$ cat src/logic/ifd_pkg.sv
package ifd_pkg;

  // Register byte offsets on the APB slave
  localparam logic [7:0] OFS_INSTR = 8'h00;
  localparam logic [7:0] OFS_CTRL = 8'h04;
  localparam logic [7:0] OFS_BANK = 8'h08;
  localparam logic [7:0] OFS_DEC0 = 8'h0C;
  localparam logic [7:0] OFS_DEC1 = 8'h10;
  localparam logic [7:0] OFS_STAT = 8'h14;
  localparam logic [7:0] OFS_INFO = 8'h18;

  // Reset values
  localparam logic [1:0] CTRL_RST = 2'h0;
  localparam logic [3:0] BANK_RST = 4'h0;

  // Instruction set size and timing
  localparam logic [7:0] STD_COUNT = 8'h4B;
  localparam logic [7:0] EXT_COUNT = 8'h08;
  localparam logic [1:0] LAST_QUARTER = 2'h3;
  localparam int CLK_PERIOD_NS = 4;
  localparam int OSC_PER_CYCLE = 4;
  localparam int CLK_PER_CYCLE = OSC_PER_CYCLE;

  // Field positions inside a program word
  localparam int OPC_LSB = 12;
  localparam int F_LSB = 0;
  localparam int A_POS = 8;
  localparam int D_POS = 9;
  localparam int B_LSB = 9;
  localparam int K_LSB = 0;
  localparam int P_LSB = 4;
  localparam int S_POS = 0;
  localparam int M_LSB = 0;
  localparam int N_LSB = 0;
  localparam logic [3:0] SECOND_TAG = 4'hF;

  // Control register bits and the status register clear bit
  localparam int CTRL_COND = 0;
  localparam int CTRL_EXT = 1;
  localparam int STAT_ERR = 2;

  // Class and timing maps, one bit per value of the top nibble
  localparam logic [15:0] BIT_MAP = 16'h0F80;
  localparam logic [15:0] LIT_MAP = 16'h0001;
  localparam logic [15:0] CTL_MAP = 16'h7000;
  localparam logic [15:0] COND_MAP = 16'h0C00;
  localparam logic [15:0] JUMP_MAP = 16'h7000;

  // Double-word first words and the pointer-load form
  localparam logic [3:0][15:0] DW_MASK = {16'hF000, 16'hFE00, 16'hFF00, 16'hFFC0};
  localparam logic [3:0][15:0] DW_MATCH = {16'hC000, 16'hEC00, 16'hEF00, 16'hEE00};
  localparam logic [15:0] PTR_MASK = 16'hFFC0;
  localparam logic [15:0] PTR_MATCH = 16'hEE00;
  localparam logic [15:0] NOP_WORD = 16'h0000;

  typedef enum logic [3:0] {
    CLS_BYTE = 4'h1,
    CLS_BIT = 4'h2,
    CLS_LIT = 4'h4,
    CLS_CTL = 4'h8
  } ifd_cls_e;

  typedef enum logic [1:0] {
    TBL_NONE = 2'h0,
    TBL_POSTINC = 2'h1,
    TBL_POSTDEC = 2'h2,
    TBL_PREINC = 2'h3
  } ifd_tbl_e;

  typedef struct packed {
    ifd_cls_e cls;
    logic [3:0] opcode;
    logic [7:0] file_addr;
    logic dest_working_register;
    logic banked;
    logic [11:0] eff_addr;
    logic [2:0] bit_num;
    logic [7:0] literal;
    logic [1:0] pointer_sel;
    logic pointer_load;
    logic [7:0] prog_addr;
    logic shadow;
    ifd_tbl_e tbl_mode;
    logic double_word;
    logic is_nop;
  } ifd_dec_s;

endpackage : ifd_pkg

$ cat src/logic/ifd_decode.sv
// The address map and the APB interface to the registers are this design's own decisions.
`timescale 1ns/1ps
module ifd_decode #(
  parameter int ADDR_W = 8,
  parameter logic [3:0] ACCESS_BANK = 4'h0
) (
  // Clock and reset
  input wire logic clock,
  input wire logic nrst,
  // APB slave
  input wire logic psel,
  input wire logic penable,
  input wire logic pwrite,
  input wire logic [ADDR_W-1:0] paddr,
  input wire logic [31:0] pwdata,
  output logic [31:0] prdata,
  output logic pready,
  output logic pslverr,
  // Decoded instruction and cycle timing
  output ifd_pkg::ifd_dec_s dec,
  output logic [1:0] quarter,
  output logic cycle_end,
  output logic nop_cycle,
  output logic busy
);

  typedef enum logic [2:0] {
    ST_IDLE = 3'h1,
    ST_NEED2 = 3'h2,
    ST_EXEC = 3'h4
  } ifd_st_e;

  function automatic logic map_hit(input logic [15:0] map, input logic [3:0] nib);
    map_hit = map[nib];
  endfunction : map_hit

  function automatic logic reg_hit(input logic [ADDR_W-1:0] a, input logic [7:0] ofs);
    reg_hit = (a == ofs[ADDR_W-1:0]);
  endfunction : reg_hit

  ifd_st_e st_reg;
  ifd_pkg::ifd_dec_s dec_reg;
  ifd_pkg::ifd_dec_s dec_next;
  logic [1:0] ctrl_reg;
  logic [3:0] bank_reg;
  logic [1:0] q_reg;
  logic [1:0] left_reg;
  logic [1:0] last_cycles_reg;
  logic err_reg;
  logic [7:0] done_reg;
  logic [15:0] first_reg;
  logic cycle_end_reg;
  logic nop_cycle_reg;
  logic [31:0] prdata_reg;
  logic pready_reg;
  logic pslverr_reg;

  logic access;
  logic setup_ok;
  logic wr_instr;
  logic wr_stat;
  logic [15:0] word;
  logic [3:0] nib;
  logic dw_first;
  logic second_tag;
  logic extra;
  logic addr_ok;
  logic instr_ok;
  logic [31:0] rd_val;
  logic exec_last;

  assign access = psel && penable && pready_reg;
  assign word = pwdata[15:0];
  assign nib = word[ifd_pkg::OPC_LSB +: 4];
  assign second_tag = (nib == ifd_pkg::SECOND_TAG);
  assign instr_ok = (st_reg == ST_IDLE) || (st_reg == ST_NEED2);
  assign wr_instr = access && pwrite && reg_hit(paddr, ifd_pkg::OFS_INSTR);
  assign wr_stat = access && pwrite && reg_hit(paddr, ifd_pkg::OFS_STAT);

  // First words of the four two-word instructions
  always_comb begin
    dw_first = 1'b0;
    for (int i = 0; i < 4; i++) begin
      if ((word & ifd_pkg::DW_MASK[i]) == ifd_pkg::DW_MATCH[i]) begin
        dw_first = 1'b1;
      end
    end
  end

  // Field split of the presented word
  always_comb begin
    dec_next = dec_reg;
    if (st_reg == ST_IDLE) begin
      dec_next.opcode = nib;
      dec_next.file_addr = word[ifd_pkg::F_LSB +: 8];
      dec_next.banked = word[ifd_pkg::A_POS];
      dec_next.dest_working_register = ~word[ifd_pkg::D_POS];
      dec_next.bit_num = word[ifd_pkg::B_LSB +: 3];
      dec_next.literal = word[ifd_pkg::K_LSB +: 8];
      dec_next.pointer_load = (word & ifd_pkg::PTR_MASK) == ifd_pkg::PTR_MATCH;
      dec_next.pointer_sel = word[ifd_pkg::P_LSB +: 2];
      dec_next.prog_addr = word[ifd_pkg::N_LSB +: 8];
      dec_next.shadow = word[ifd_pkg::S_POS];
      dec_next.tbl_mode = ifd_pkg::ifd_tbl_e'(word[ifd_pkg::M_LSB +: 2]);
      dec_next.double_word = dw_first && !second_tag;
      dec_next.is_nop = second_tag || (word == ifd_pkg::NOP_WORD);
      // Fixed area ignores the bank selector
      dec_next.eff_addr = {word[ifd_pkg::A_POS] ? bank_reg : ACCESS_BANK, word[ifd_pkg::F_LSB +: 8]};
      if (map_hit(ifd_pkg::BIT_MAP, nib)) begin
        dec_next.cls = ifd_pkg::CLS_BIT;
      end else if (map_hit(ifd_pkg::LIT_MAP, nib) || dec_next.pointer_load) begin
        dec_next.cls = ifd_pkg::CLS_LIT;
      end else if (map_hit(ifd_pkg::CTL_MAP, nib) || second_tag) begin
        dec_next.cls = ifd_pkg::CLS_CTL;
      end else begin
        dec_next.cls = ifd_pkg::CLS_BYTE;
      end
    end
  end

  // Extra no-operation cycle for a true test or a program counter change
  assign extra = (map_hit(ifd_pkg::COND_MAP, nib) && ctrl_reg[ifd_pkg::CTRL_COND]) ||
                 map_hit(ifd_pkg::JUMP_MAP, nib);
  assign exec_last = (st_reg == ST_EXEC) && (q_reg == ifd_pkg::LAST_QUARTER) && (left_reg == 2'h1);

  // Read mux has no side effects, so a repeated read is harmless
  always_comb begin
    addr_ok = 1'b1;
    rd_val = 32'h0000_0000;
    unique case (paddr)
      ifd_pkg::OFS_INSTR[ADDR_W-1:0]: rd_val = {16'h0000, first_reg};
      ifd_pkg::OFS_CTRL[ADDR_W-1:0]: rd_val = {30'h0000_0000, ctrl_reg};
      ifd_pkg::OFS_BANK[ADDR_W-1:0]: rd_val = {28'h000_0000, bank_reg};
      ifd_pkg::OFS_DEC0[ADDR_W-1:0]: rd_val = {dec_reg.cls,
                                               dec_reg.opcode,
                                               1'b0,
                                               dec_reg.double_word,
                                               dec_reg.is_nop,
                                               dec_reg.dest_working_register,
                                               dec_reg.banked,
                                               dec_reg.bit_num,
                                               dec_reg.file_addr,
                                               dec_reg.literal};
      ifd_pkg::OFS_DEC1[ADDR_W-1:0]: rd_val = {2'h0,
                                               dec_reg.pointer_load,
                                               dec_reg.shadow,
                                               dec_reg.tbl_mode,
                                               dec_reg.pointer_sel,
                                               dec_reg.prog_addr,
                                               4'h0,
                                               dec_reg.eff_addr};
      ifd_pkg::OFS_STAT[ADDR_W-1:0]: rd_val = {16'h0000,
                                               done_reg,
                                               1'b0,
                                               last_cycles_reg,
                                               err_reg,
                                               nop_cycle_reg,
                                               st_reg == ST_EXEC,
                                               st_reg == ST_NEED2,
                                               st_reg != ST_IDLE};
      ifd_pkg::OFS_INFO[ADDR_W-1:0]: rd_val = {16'h0000, ifd_pkg::EXT_COUNT, ifd_pkg::STD_COUNT};
      default: addr_ok = 1'b0;
    endcase
  end

  // Writes to the word register wait until the sequencer can take a word
  assign setup_ok = !(pwrite && reg_hit(paddr, ifd_pkg::OFS_INSTR) && !instr_ok);

  // APB answer, one wait state at least
  always_ff @(posedge clock) begin
    if (!nrst) begin
      pready_reg <= 1'b0;
      pslverr_reg <= 1'b0;
      prdata_reg <= 32'h0000_0000;
    end else if (psel && penable && !pready_reg && setup_ok) begin
      pready_reg <= 1'b1;
      pslverr_reg <= !addr_ok;
      prdata_reg <= pwrite ? 32'h0000_0000 : rd_val;
    end else begin
      pready_reg <= 1'b0;
      pslverr_reg <= 1'b0;
      prdata_reg <= 32'h0000_0000;
    end
  end

  // Software controls: condition outcome, extended set enable, bank selector
  always_ff @(posedge clock) begin
    if (!nrst) begin
      ctrl_reg <= ifd_pkg::CTRL_RST;
      bank_reg <= ifd_pkg::BANK_RST;
    end else if (access && pwrite) begin
      if (reg_hit(paddr, ifd_pkg::OFS_CTRL)) begin
        ctrl_reg <= pwdata[1:0];
      end
      if (reg_hit(paddr, ifd_pkg::OFS_BANK)) begin
        bank_reg <= pwdata[3:0];
      end
    end
  end

  // Quarter counter restarts with each accepted word so a cycle is whole
  always_ff @(posedge clock) begin
    if (!nrst) begin
      q_reg <= 2'h0;
    end else begin
      q_reg <= wr_instr ? 2'h0 : q_reg + 2'h1;
    end
  end

  // Cycle boundary pulse; a restart cancels the boundary that was due
  always_ff @(posedge clock) begin
    if (!nrst) begin
      cycle_end_reg <= 1'b0;
    end else begin
      cycle_end_reg <= !wr_instr && (q_reg == ifd_pkg::LAST_QUARTER);
    end
  end

  // Sequencer
  always_ff @(posedge clock) begin
    if (!nrst) begin
      st_reg <= ST_IDLE;
      left_reg <= 2'h0;
      last_cycles_reg <= 2'h0;
      nop_cycle_reg <= 1'b0;
    end else begin
      unique case (st_reg)
        ST_IDLE: begin
          if (wr_instr) begin
            nop_cycle_reg <= second_tag;
            if (dw_first && !second_tag) begin
              st_reg <= ST_NEED2;
            end else begin
              st_reg <= ST_EXEC;
              left_reg <= (!second_tag && extra) ? 2'h2 : 2'h1;
              last_cycles_reg <= (!second_tag && extra) ? 2'h2 : 2'h1;
            end
          end
        end
        ST_NEED2: begin
          if (wr_instr) begin
            if (second_tag) begin
              st_reg <= ST_EXEC;
              left_reg <= 2'h2;
              last_cycles_reg <= 2'h2;
            end else begin
              st_reg <= ST_IDLE;
            end
          end
        end
        ST_EXEC: begin
          if (q_reg == ifd_pkg::LAST_QUARTER) begin
            if (left_reg == 2'h1) begin
              st_reg <= ST_IDLE;
              nop_cycle_reg <= 1'b0;
            end else begin
              left_reg <= left_reg - 2'h1;
              // Second cycle of a taken test or single-word jump carries no work
              nop_cycle_reg <= !dec_reg.double_word;
            end
          end
        end
        default: st_reg <= ST_IDLE;
      endcase
    end
  end

  // Last word taken in IDLE, read back through the word register
  always_ff @(posedge clock) begin
    if (!nrst) begin
      first_reg <= 16'h0000;
    end else if (wr_instr && st_reg == ST_IDLE) begin
      first_reg <= word;
    end
  end

  // Retired instruction tally; wraps at 255, so software must sample it often enough
  always_ff @(posedge clock) begin
    if (!nrst) begin
      done_reg <= 8'h00;
    end else if (exec_last) begin
      done_reg <= done_reg + 8'h01;
    end
  end

  // Malformed second word flag; a new fault beats a clear in the same cycle
  always_ff @(posedge clock) begin
    if (!nrst) begin
      err_reg <= 1'b0;
    end else if (st_reg == ST_NEED2 && wr_instr && !second_tag) begin
      err_reg <= 1'b1;
    end else if (wr_stat && pwdata[ifd_pkg::STAT_ERR]) begin
      err_reg <= 1'b0;
    end
  end

  always_ff @(posedge clock) begin
    if (!nrst) begin
      dec_reg <= '0;
    end else if (wr_instr && st_reg == ST_IDLE) begin
      dec_reg <= dec_next;
    end
  end

  // Ports are plain copies of flops
  assign prdata = prdata_reg;
  assign pready = pready_reg;
  assign pslverr = pslverr_reg;
  assign dec = dec_reg;
  assign quarter = q_reg;
  assign cycle_end = cycle_end_reg;
  assign nop_cycle = nop_cycle_reg;

  // Busy also covers the first cycle after an accepted second word
  always_ff @(posedge clock) begin
    if (!nrst) begin
      busy <= 1'b0;
    end else begin
      busy <= ((st_reg == ST_EXEC) && !exec_last) ||
              (st_reg == ST_IDLE && wr_instr) ||
              (st_reg == ST_NEED2 && wr_instr && second_tag);
    end
  end

endmodule : ifd_decode

$ cat config.mk
export PLATFORM = sky130hd
export DESIGN_NAME = ifd_decode
export DESIGN_NICKNAME = d
export VERILOG_FILES = /design/src/logic/ifd_pkg.sv /design/src/logic/ifd_decode.sv
export SDC_FILE = /design/constraint.sdc
export NUM_CORES = 1
export LEC_CHECK = 0
export BUFFER_PORTS_ARGS = -buffer_cell sky130_fd_sc_hd__buf_2
export CORE_MARGIN = 5
export CORE_UTILIZATION = 45
export DETAILED_ROUTE_END_ITERATION = 8
export GPL_TIMING_DRIVEN = 0
export HOLD_SLACK_MARGIN = 0.12
export PLACE_DENSITY = 0.73
export SYNTH_ARGS = -nofsm -noshare
export SYNTH_HDL_FRONTEND = slang
export SYNTH_SLANG_ARGS = --single-unit
$ cat constraint.sdc
create_clock -name clock -period 2.8 [get_ports clock]
set_clock_uncertainty 0.1 [all_clocks]
set_input_delay 0.28 -clock clock [delete_from_list [all_inputs] [get_ports clock]]
set_output_delay 0.28 -clock clock [all_outputs]
set_load 0.03 [all_outputs]
==> run metrics, run 1 <==
clock root buffer master clkbuf_8; die area 0.01099 mm^2; number of global-route vias before repair 3873; layout cells sized above 1 0.2973; Synth Area per Inst 8.275 um^2; H-tree Lvls 3; clock buffer count from CTS 9; Post-Place Cells 717; f_max 391.8 MHz; Post-synth EDFFs 0; synthesized-area fraction occupied by adder cells 0.009276; Hold Startpoint pwdata[12]; Slew Viols, Final 0; Die W 104.8 um; worst skew pair latency 0.37 ns; fin cells 747; post-synthesis xor/xnor area fraction 0.01732; post-synth top area share 0.4403; crit path time final 2.552 ns; Worst Slack Setup Final 0.2477 ns; RR Startpoint st_reg[0]; Final nets 682; Least-Margin Pin Slew 1.175 ns; Routed wire per std cell 17.44 um; Final Cell Area 0.005111 mm^2; Slew HR 0.2091; Final ANT Viol Nets 0; Synth area leaders dfxtp_1 (44%), nand2_1 (8.3%), a21oi_1 (6.2%); hpwl dp 9644 um; crit path launch type input pin; power density over cell area 495.9 mW/mm^2; Leak 2.245 nW; arrival time at the worst endpoint 2.68 ns; R2R Setup Slk 0.40 ns; clk buf depth 2; Final period util 0.9115; routed vias/inst 5.558; CP startpoint pwrite; FILL cells 832; Max-Cap Viols 0; min-delay worst type input pin to flop; worst path cell trace dlygate4sd3_1, buf_2, nand4_1, nor4_1, nand2_1, nand2_1, a21oi_1; Yosys top cell by area dfxtp_1; RSZ-0062 raised after global routing false; DRC viols 0; initial core utilization 0.4617; Clk pin slew, worst setup/hold paths 0.10 ns; total track usage 0.2294; Place WS 0.1197 ns; post-synthesis mux area share 0.02103; clk sinks 89; drt first pass iters 5; max reg flops 32; Final Setup Violations 0; Placer Congestion 0.9051; core area 0.008763 mm^2; WL final 13030 um; TritonCTS clock tree yes; status finished clean; CP max FO 8; synth cell count leaders dfxtp_1 (89), nand2_1 (89), a21oi_1 (50); yosys warns 0; first-pass GRT wire length 20160 um; largest family of logic cells by synthesized area simple AND/OR/NAND/NOR gates; total grt overflow 0; IO Count 141; Area growth syn-to-layout 26.31%; Worst VDD drop 0.2213 mV; Async SR Flop Fraction 0; Hold Path Stages 3; worst r2r dst dec[36]; WP data required 2.93 ns; Min-Delay Endpoint dec[49]; most used cell, CP nand2_1; mapped cell area 0.004046 mm^2; post-synthesis simple-gate area fraction 0.2647; Compound-Gate Fraction of Synth Area 0.1497; slowest stage delay, CP 0.96 ns; PortBufs 120; r2r worst-path depth 7; Hold Violations, Final 0; CP max stage cell nor4_1; Std-Cell Rows 34; endpoint class of the critical path flop; Yosys cell types 54; DR vias 4152; Die H 104.8 um; Setup TNS Final 0 ns; syn nets 537; initial DRC count 345; critical path type input pin to flop; largest net degree at the start of global routing 19; dpl cell area 0.004782 mm^2; Yosys reg bits 89; post-synthesis sequential area ratio 0.4403; ANT cells 0; Cells after Synth 489; dominant synthesized flop cell dfxtp_1; initial antenna violation count 0
[critical path, delay by kind of cell]
family	cells	cell delay (ns)
and+or+nand+nor	4	1.66
buffers and inverters	2	0.66
AOI/OAI and AO/OA	1	0.07
[cell type report]
class	count	area (um^2)	share of cell area
buffer	62	369.1	0.07222
clock buffer	9	123.9	0.02424
clock inverter	7	65.06	0.01273
inverter	7	26.28	0.005141
multi-input combinational	331	1869	0.3657
sequential	89	1782	0.3486
tap	108	135.1	0.02644
timing repair buffer	134	740.7	0.1449
[cells by family after synthesis]
logic type,Yosys count
buf+inv,69
simple gates,215
flops,89
mux,8
compound gates,97
xor+xnor,8
fa+ha+maj,3
[worst max path at each step]
stage                               end  slack (ns)  cells past startpoint
after floorplan                 dec[55]        0.66                      7
after global placement          dec[53]        0.13                      8
after detailed placement  first_reg[15]        0.12                      8
after CTS                   bank_reg[1]        0.26                      7
after global routing        bank_reg[3]        0.06                      7
final                       bank_reg[3]        0.25                      7
[power by group]
group,total [mW],internal (mW),switching (mW),leakage [nW]
clock network,0.872,0.346,0.526,0.0947
registers,1.31,1.29,0.0207,0.718
logic,0.348,0.130,0.218,1.43
total,2.53,1.77,0.765,2.25
[cell usage in the layout, fill, tap and decap left out, types with 4 or more instances in the layout]
master,instances
nand3b_1,4
dfxtp_1,89
inv_1,7
o21ai_0,7
mux2_2,4
nand4_1,4
a31oi_1,4
clkbuf_1,22
mux2i_1,4
a21oi_1,50
buf_2,124
nor3b_1,4
nor2_1,32
a22oi_1,12
buf_4,31
and2_1,6
clkbuf_8,9
and3_1,11
dlygate4sd3_1,14
nor4_1,4
xnor2_1,6
nand2_1,89
nor2b_1,5
nand3_1,19
nor3_1,13
[stage by stage]
step	util	hold slack [ns]	power (mW)
after floorplan	-	0.2850	1.570
after global placement	0.5457	0.3427	1.657
after detailed placement	0.5457	0.3650	1.666
after CTS	0.5832	0.1238	2.533
after global routing	0.5832	0.1595	2.628
final	0.5832	0.1438	2.534
[timing repair]
item                                   CTS  global route
setup buffers                            0             0
endpoints found under the hold margin   20             0
hold buffers                            14             0
setup endpoints to repair                0             0
resized for setup                        0             0
[metal layers]
layer | GRT usage | vias up | share of wire
met2 | 0.3719 | 220 | 0.47
met4 | 0.1014 | 0 | 0.031
li1 | - | 1952 | -
met3 | 0.05425 | 29 | 0.099
met1 | 0.2905 | 1951 | 0.40
met5 | 0 | - | 0
(Power assumes the default switching activity.)
==> inputs of run 2 (changes only) <==
Settings changed: ABC_AREA set to 1.
==> run 2 against run 1 <==
Clock-buffer cell count increased by 1. Register-to-register slack improved by 0.62 ns. Sequential share of layout area down 0.37 points. Fmax rose by 44%. Clock power grew 5.3%. Total power decreased by 8.7%. Combinational power is 64% lower. Cell count up 9.8%. Utilization decreased by 1.6 points. First-iteration DRC count down 7.8%. Highest routed layer unchanged. Global-route usage fell by 0.65 points.
==> run metrics, run 2 <==
Hold Violations, Final 0; R2R Setup Slk 1.02 ns; Yosys reg bits 89; drt first pass iters 5; most frequent cells in the layout buf_2 (126), nand2_1 (108), nor2_1 (95); arrival time at the worst endpoint 1.93 ns; H-tree Lvls 3; WL final 12470 um; RSZ-0062 raised after global routing false; status finished clean; WP data required 2.95 ns; clock buffer count from CTS 9; RR Startpoint st_reg[2]; slowest stage delay, CP 0.36 ns; largest net degree at the start of global routing 16; total grt overflow 0; layout cells sized above 1 0.2835; Worst Slack Setup Final 1.023 ns; Final period util 0.6348; endpoint class of the critical path flop; Clk pin slew, worst setup/hold paths 0.09 ns; clock root buffer master clkbuf_8; Setup TNS Final 0 ns; Async SR Flop Fraction 0; crit path launch type flop; min-delay worst type input pin to flop; clk sinks 89; yosys warns 0; Place WS 0.7694 ns; Hold Path Stages 2; syn nets 610; Hold Startpoint pwrite; Routed wire per std cell 15.21 um; worst path cell trace inv_1, nor3_4, nand3_2, nand2_1, nand2_1, o21ai_0, inv_1; max reg flops 32; Final nets 752; dominant synthesized flop cell dfxtp_1; DR vias 4215; initial antenna violation count 0; dominant cell by count in the synthesized netlist nand2_1; Max-Cap Viols 0; Post-synth EDFFs 0; die area 0.01119 mm^2; Placer Congestion 0.9681; core area 0.009109 mm^2; r2r worst-path depth 7; Final Setup Violations 0; CP max stage cell dfxtp_1; Worst VDD drop 0.2416 mV; initial DRC count 318; Leak 2.464 nW; Die W 105.8 um; crit path time final 1.777 ns; Yosys cell types 36; Cells after Synth 562; CP startpoint st_reg[2]; Slew HR 0.6165; post-synth top area share 0.4318; Area growth syn-to-layout 25.20%; Yosys top cell by area dfxtp_1; fin cells 820; CP max FO 10; first-pass GRT wire length 19620 um; number of global-route vias before repair 3802; worst r2r dst busy; Std-Cell Rows 35; synth cell count leaders nand2_1 (108), nor2_1 (95), dfxtp_1 (89); Post-CTS Setup Inserts 0; f_max 562.6 MHz; Synth Area per Inst 7.342 um^2; IO Count 141; Min-Delay Endpoint pready; worst skew pair latency 0.36 ns; ANT cells 0; post-synthesis sequential area ratio 0.4318; hpwl dp 9842 um; Die H 105.8 um; Post-Place Cells 796; Slew Viols, Final 0; Least-Margin Pin Slew 0.5752 ns; initial core utilization 0.4530; TritonCTS clock tree yes; total track usage 0.2229; most common cell after layout, fill and taps aside buf_2; Synth area leaders dfxtp_1 (43%), nand2_1 (9.8%), nor2_1 (8.6%); DRC viols 0; routed vias/inst 5.140; mapped cell area 0.004126 mm^2; clk buf depth 2; Final ANT Viol Nets 0; power density over cell area 448.1 mW/mm^2; critical path type flop to flop; PortBufs 123
==> run 2: cell count changes after synthesis, moves of 11 or more <==
cell and change:
nor2_1 +63, clkbuf_1 -20, and3_1 -11, o21ai_0 +24, nand2_1 +19, inv_1 +50
==> run 2: where the power goes <==
| group | total (mW) | switching, mW | internal (mW) |
|---|---|---|---|
| logic | 0.127 | 0.0825 | 0.0442 |
| clock network | 0.918 | 0.479 | 0.438 |
| registers | 1.27 | 0.00205 | 1.27 |
==> run 2: what timing repair did <==
item                                   CTS  global route
hold buffers                             7             1
gates resized for setup                  0             0
endpoints found under the hold margin    8             1
==> run 2: worst max-delay path by stage <==
stage                                to  cells after the start
after global routing        done_reg[4]                      7
after detailed placement     prdata[24]                      8
after CTS                   done_reg[4]                      7
after floorplan             done_reg[4]                      6
after global placement    first_reg[15]                     11
final                              busy                      7
==> run 2: routing by layer <==
metal	GRT usage	up-vias	routed length [um]
li1	-	2067	-
met1	0.3000	1933	5401
met2	0.3638	191	5790
met3	0.04409	24	1054
met4	0.06290	0	224
met5	0	-	0
==> run 2: cells by family after synthesis <==
logic type                 after synthesis  synth area share
and+or+nand+nor                        259            0.2787
adders and majority gates                3          0.009097
buffers and inverters                  105            0.1349
AOI/OAI and AO/OA                      102            0.1371
DFF                                     89            0.4318
xor gates and xnor gates                 4          0.008489
==> run 2: stage by stage <==
step                      hold WS, ns  power, mW  area, um^2  utilization
after CTS                      0.1218      2.312        5156       0.5661
after global routing           0.1350      2.387        5166       0.5672
after floorplan                0.2703      1.362        4126            -
after detailed placement       0.3377      1.417        4881       0.5359
after global placement         0.3246      1.416        4881       0.5359
final                          0.1171      2.315        5166       0.5672
==> run 2: layout make-up <==
type	count	area [um^2]
sequential	89	1782
tap	111	138.9
timing repair buffer	131	695.7
inverter	60	225.2
clock inverter	6	67.56
fill	903	3943
buffer	45	331.6
multi-input combinational	368	1788
clock buffer	10	137.6
==> run 2: critical path: cells and delay by family (launching register included) <==
| family | cells | cell delay (ns) |
|---|---|---|
| and+or+nand+nor | 4 | 0.83 |
| DFF | 1 | 0.36 |
| buffers and inverters | 2 | 0.19 |
| AOI/OAI and AO/OA | 1 | 0.19 |
==> inputs of run 3 (changes only) <==
Settings changed: ABC_AREA 1 to 0.
Clock period 2.8 ns to 1.75 ns, I/O delays scaled along.
==> run 3 against run 2 <==
The flow now finishes with violations (setup timing). Sequential cell count is the same. Combinational power increased to 5.1 times the previous value. Via count up 4.9%. Sequential share of layout area fell by 3.2 points. First-iteration DRC count grew 35%. Largest power group unchanged. Cell count is 6.1% lower. Register-to-register slack worse by 1.1 ns. Final area rose by 11%. Global-route usage rose by 2.3 points. Clock power up 55%. Largest cell class unchanged. Total power up 80%.
==> run metrics, run 3 (same netlist as run 1, synthesis figures left out) <==
status finished, violations left; failing checks setup timing; critical path type input pin to flop; endpoint class of the critical path flop; TritonCTS clock tree yes; first-pass GRT wire length 21810 um; Max-Cap Viols 0; most frequent cells in the layout buf_2 (121), dfxtp_1 (85), nand2_1 (68); Slew Viols, Final 0; initial antenna violation count 0; Final nets 705; CP max FO 7; WP data required 1.95 ns; drt first pass iters 5; initial core utilization 0.4617; Hold Violations, Final 0; final total power 4.175 mW; Final period util 1.085; Area growth syn-to-layout 41.16%; arrival time at the worst endpoint 2.10 ns; FILL cells 708; Slew HR 0.4644; f_max 526.6 MHz; WHS 0.1493 ns; Worst Slack Setup Final -0.1491 ns; hpwl dp 9662 um; IO Count 141; slowest stage delay, CP 0.62 ns; clock buffer count from CTS 9; ANT cells 0; Die H 104.8 um; Leak 2.512 nW; WL final 14370 um; worst path cell trace buf_6, or4_4, or4_4, nor2_8, buf_6, nand4b_1, a21oi_1; fin cells 770; RSZ-0062 raised after global routing true; die area 0.01099 mm^2; Final Setup Violations 39; routed vias/inst 5.742; power density over cell area 730.9 mW/mm^2; Std-Cell Rows 34; crit path time final 1.899 ns; multi-input logic area 0.002162 mm^2; Placer Congestion 0.8778; dpl cell area 0.004821 mm^2; layout cells sized above 1 0.4305; total grt overflow 0; Die W 104.8 um; utilization after layout 0.6518; CP max stage cell or4_4; core area 0.008763 mm^2; number of global-route vias before repair 4183; Final Cell Area 0.005712 mm^2; clock root buffer master clkbuf_8; crit path launch type input pin; H-tree Lvls 3; max reg flops 32; PortBufs 120; clk sinks 89; Worst VDD drop 0.3893 mV; initial DRC count 428; worst skew pair latency 0.37 ns; total track usage 0.2458; Setup TNS Final -2.776 ns; Least-Margin Pin Slew 0.8035 ns; most common cell after layout, fill and taps aside buf_2; Post-Place Cells 717; clk buf depth 2; DR vias 4421; min-delay worst type input pin to flop; Clk pin slew, worst setup/hold paths 0.10 ns; Routed wire per std cell 18.66 um; Place WS -0.8026 ns; Final ANT Viol Nets 0; largest net degree at the start of global routing 19; DRC viols 0; register area 0.001787 mm^2
[run 3: cell types whose count changed in the layout (fill, tap and decap cells not counted), moves of 11 or more]
cell,previous run,this run
clkbuf_1,2,14
nand2_1,108,68
nor2_1,95,24
inv_1,57,7
dlygate4sd3_1,8,21
nand3_1,25,14
a21oi_1,43,30
o21ai_0,31,6
buf_4,30,44
a21oi_2,2,21
nand2_2,3,18
[run 3: where the power goes]
group          internal, mW  switching, mW  leakage (nW)  total [mW]
registers              2.07         0.0400         0.719        2.11
clock network         0.562          0.854         0.100        1.42
logic                 0.267          0.381          1.69       0.647
[run 3: final cells by class]
cell class | instances | area share
clock buffer | 9 | 0.02169
buffer | 57 | 0.07054
timing repair buffer | 162 | 0.1761
multi-input combinational | 331 | 0.3785
inverter | 7 | 0.004600
clock inverter | 7 | 0.01205
tap | 108 | 0.02366
sequential | 89 | 0.3128
[run 3: per-layer routing]
layer,GRT usage,vias to the layer above,share of wire
li1,-,1999,-
met1,0.3157,2051,0.39
met2,0.3894,321,0.47
met3,0.05795,50,0.11
met4,0.1160,0,0.038
met5,0,-,0
[run 3: timing repair]
item | CTS | global route
pin swaps | 49 | 18
hold buffers | 20 | 2
buffers inserted | 15 | 2
gates resized for setup | 58 | 51
setup endpoints to repair | 77 | 79
gates cloned | 3 | 0
hold endpoints to repair | 34 | 7
[run 3: critical path: cells and delay by family]
kind | cells | cell delay, ns
AND/OR/NAND/NOR | 4 | 1.54
buffers and inverters | 2 | 0.23
AO/OA/AOI/OAI | 1 | 0.15
[run 3: final timing paths]
kind | slack [ns] | cells after the start | end | startpoint
setup / recovery | -0.15 | 7 | dec[56] | paddr[0]
hold / removal | 0.15 | 4 | dec[53] | pwdata[12]
hold reg to reg | 0.37 | 2 | left_reg[1] | left_reg[1]
setup reg to reg | -0.06 | 6 | dec[56] | pready
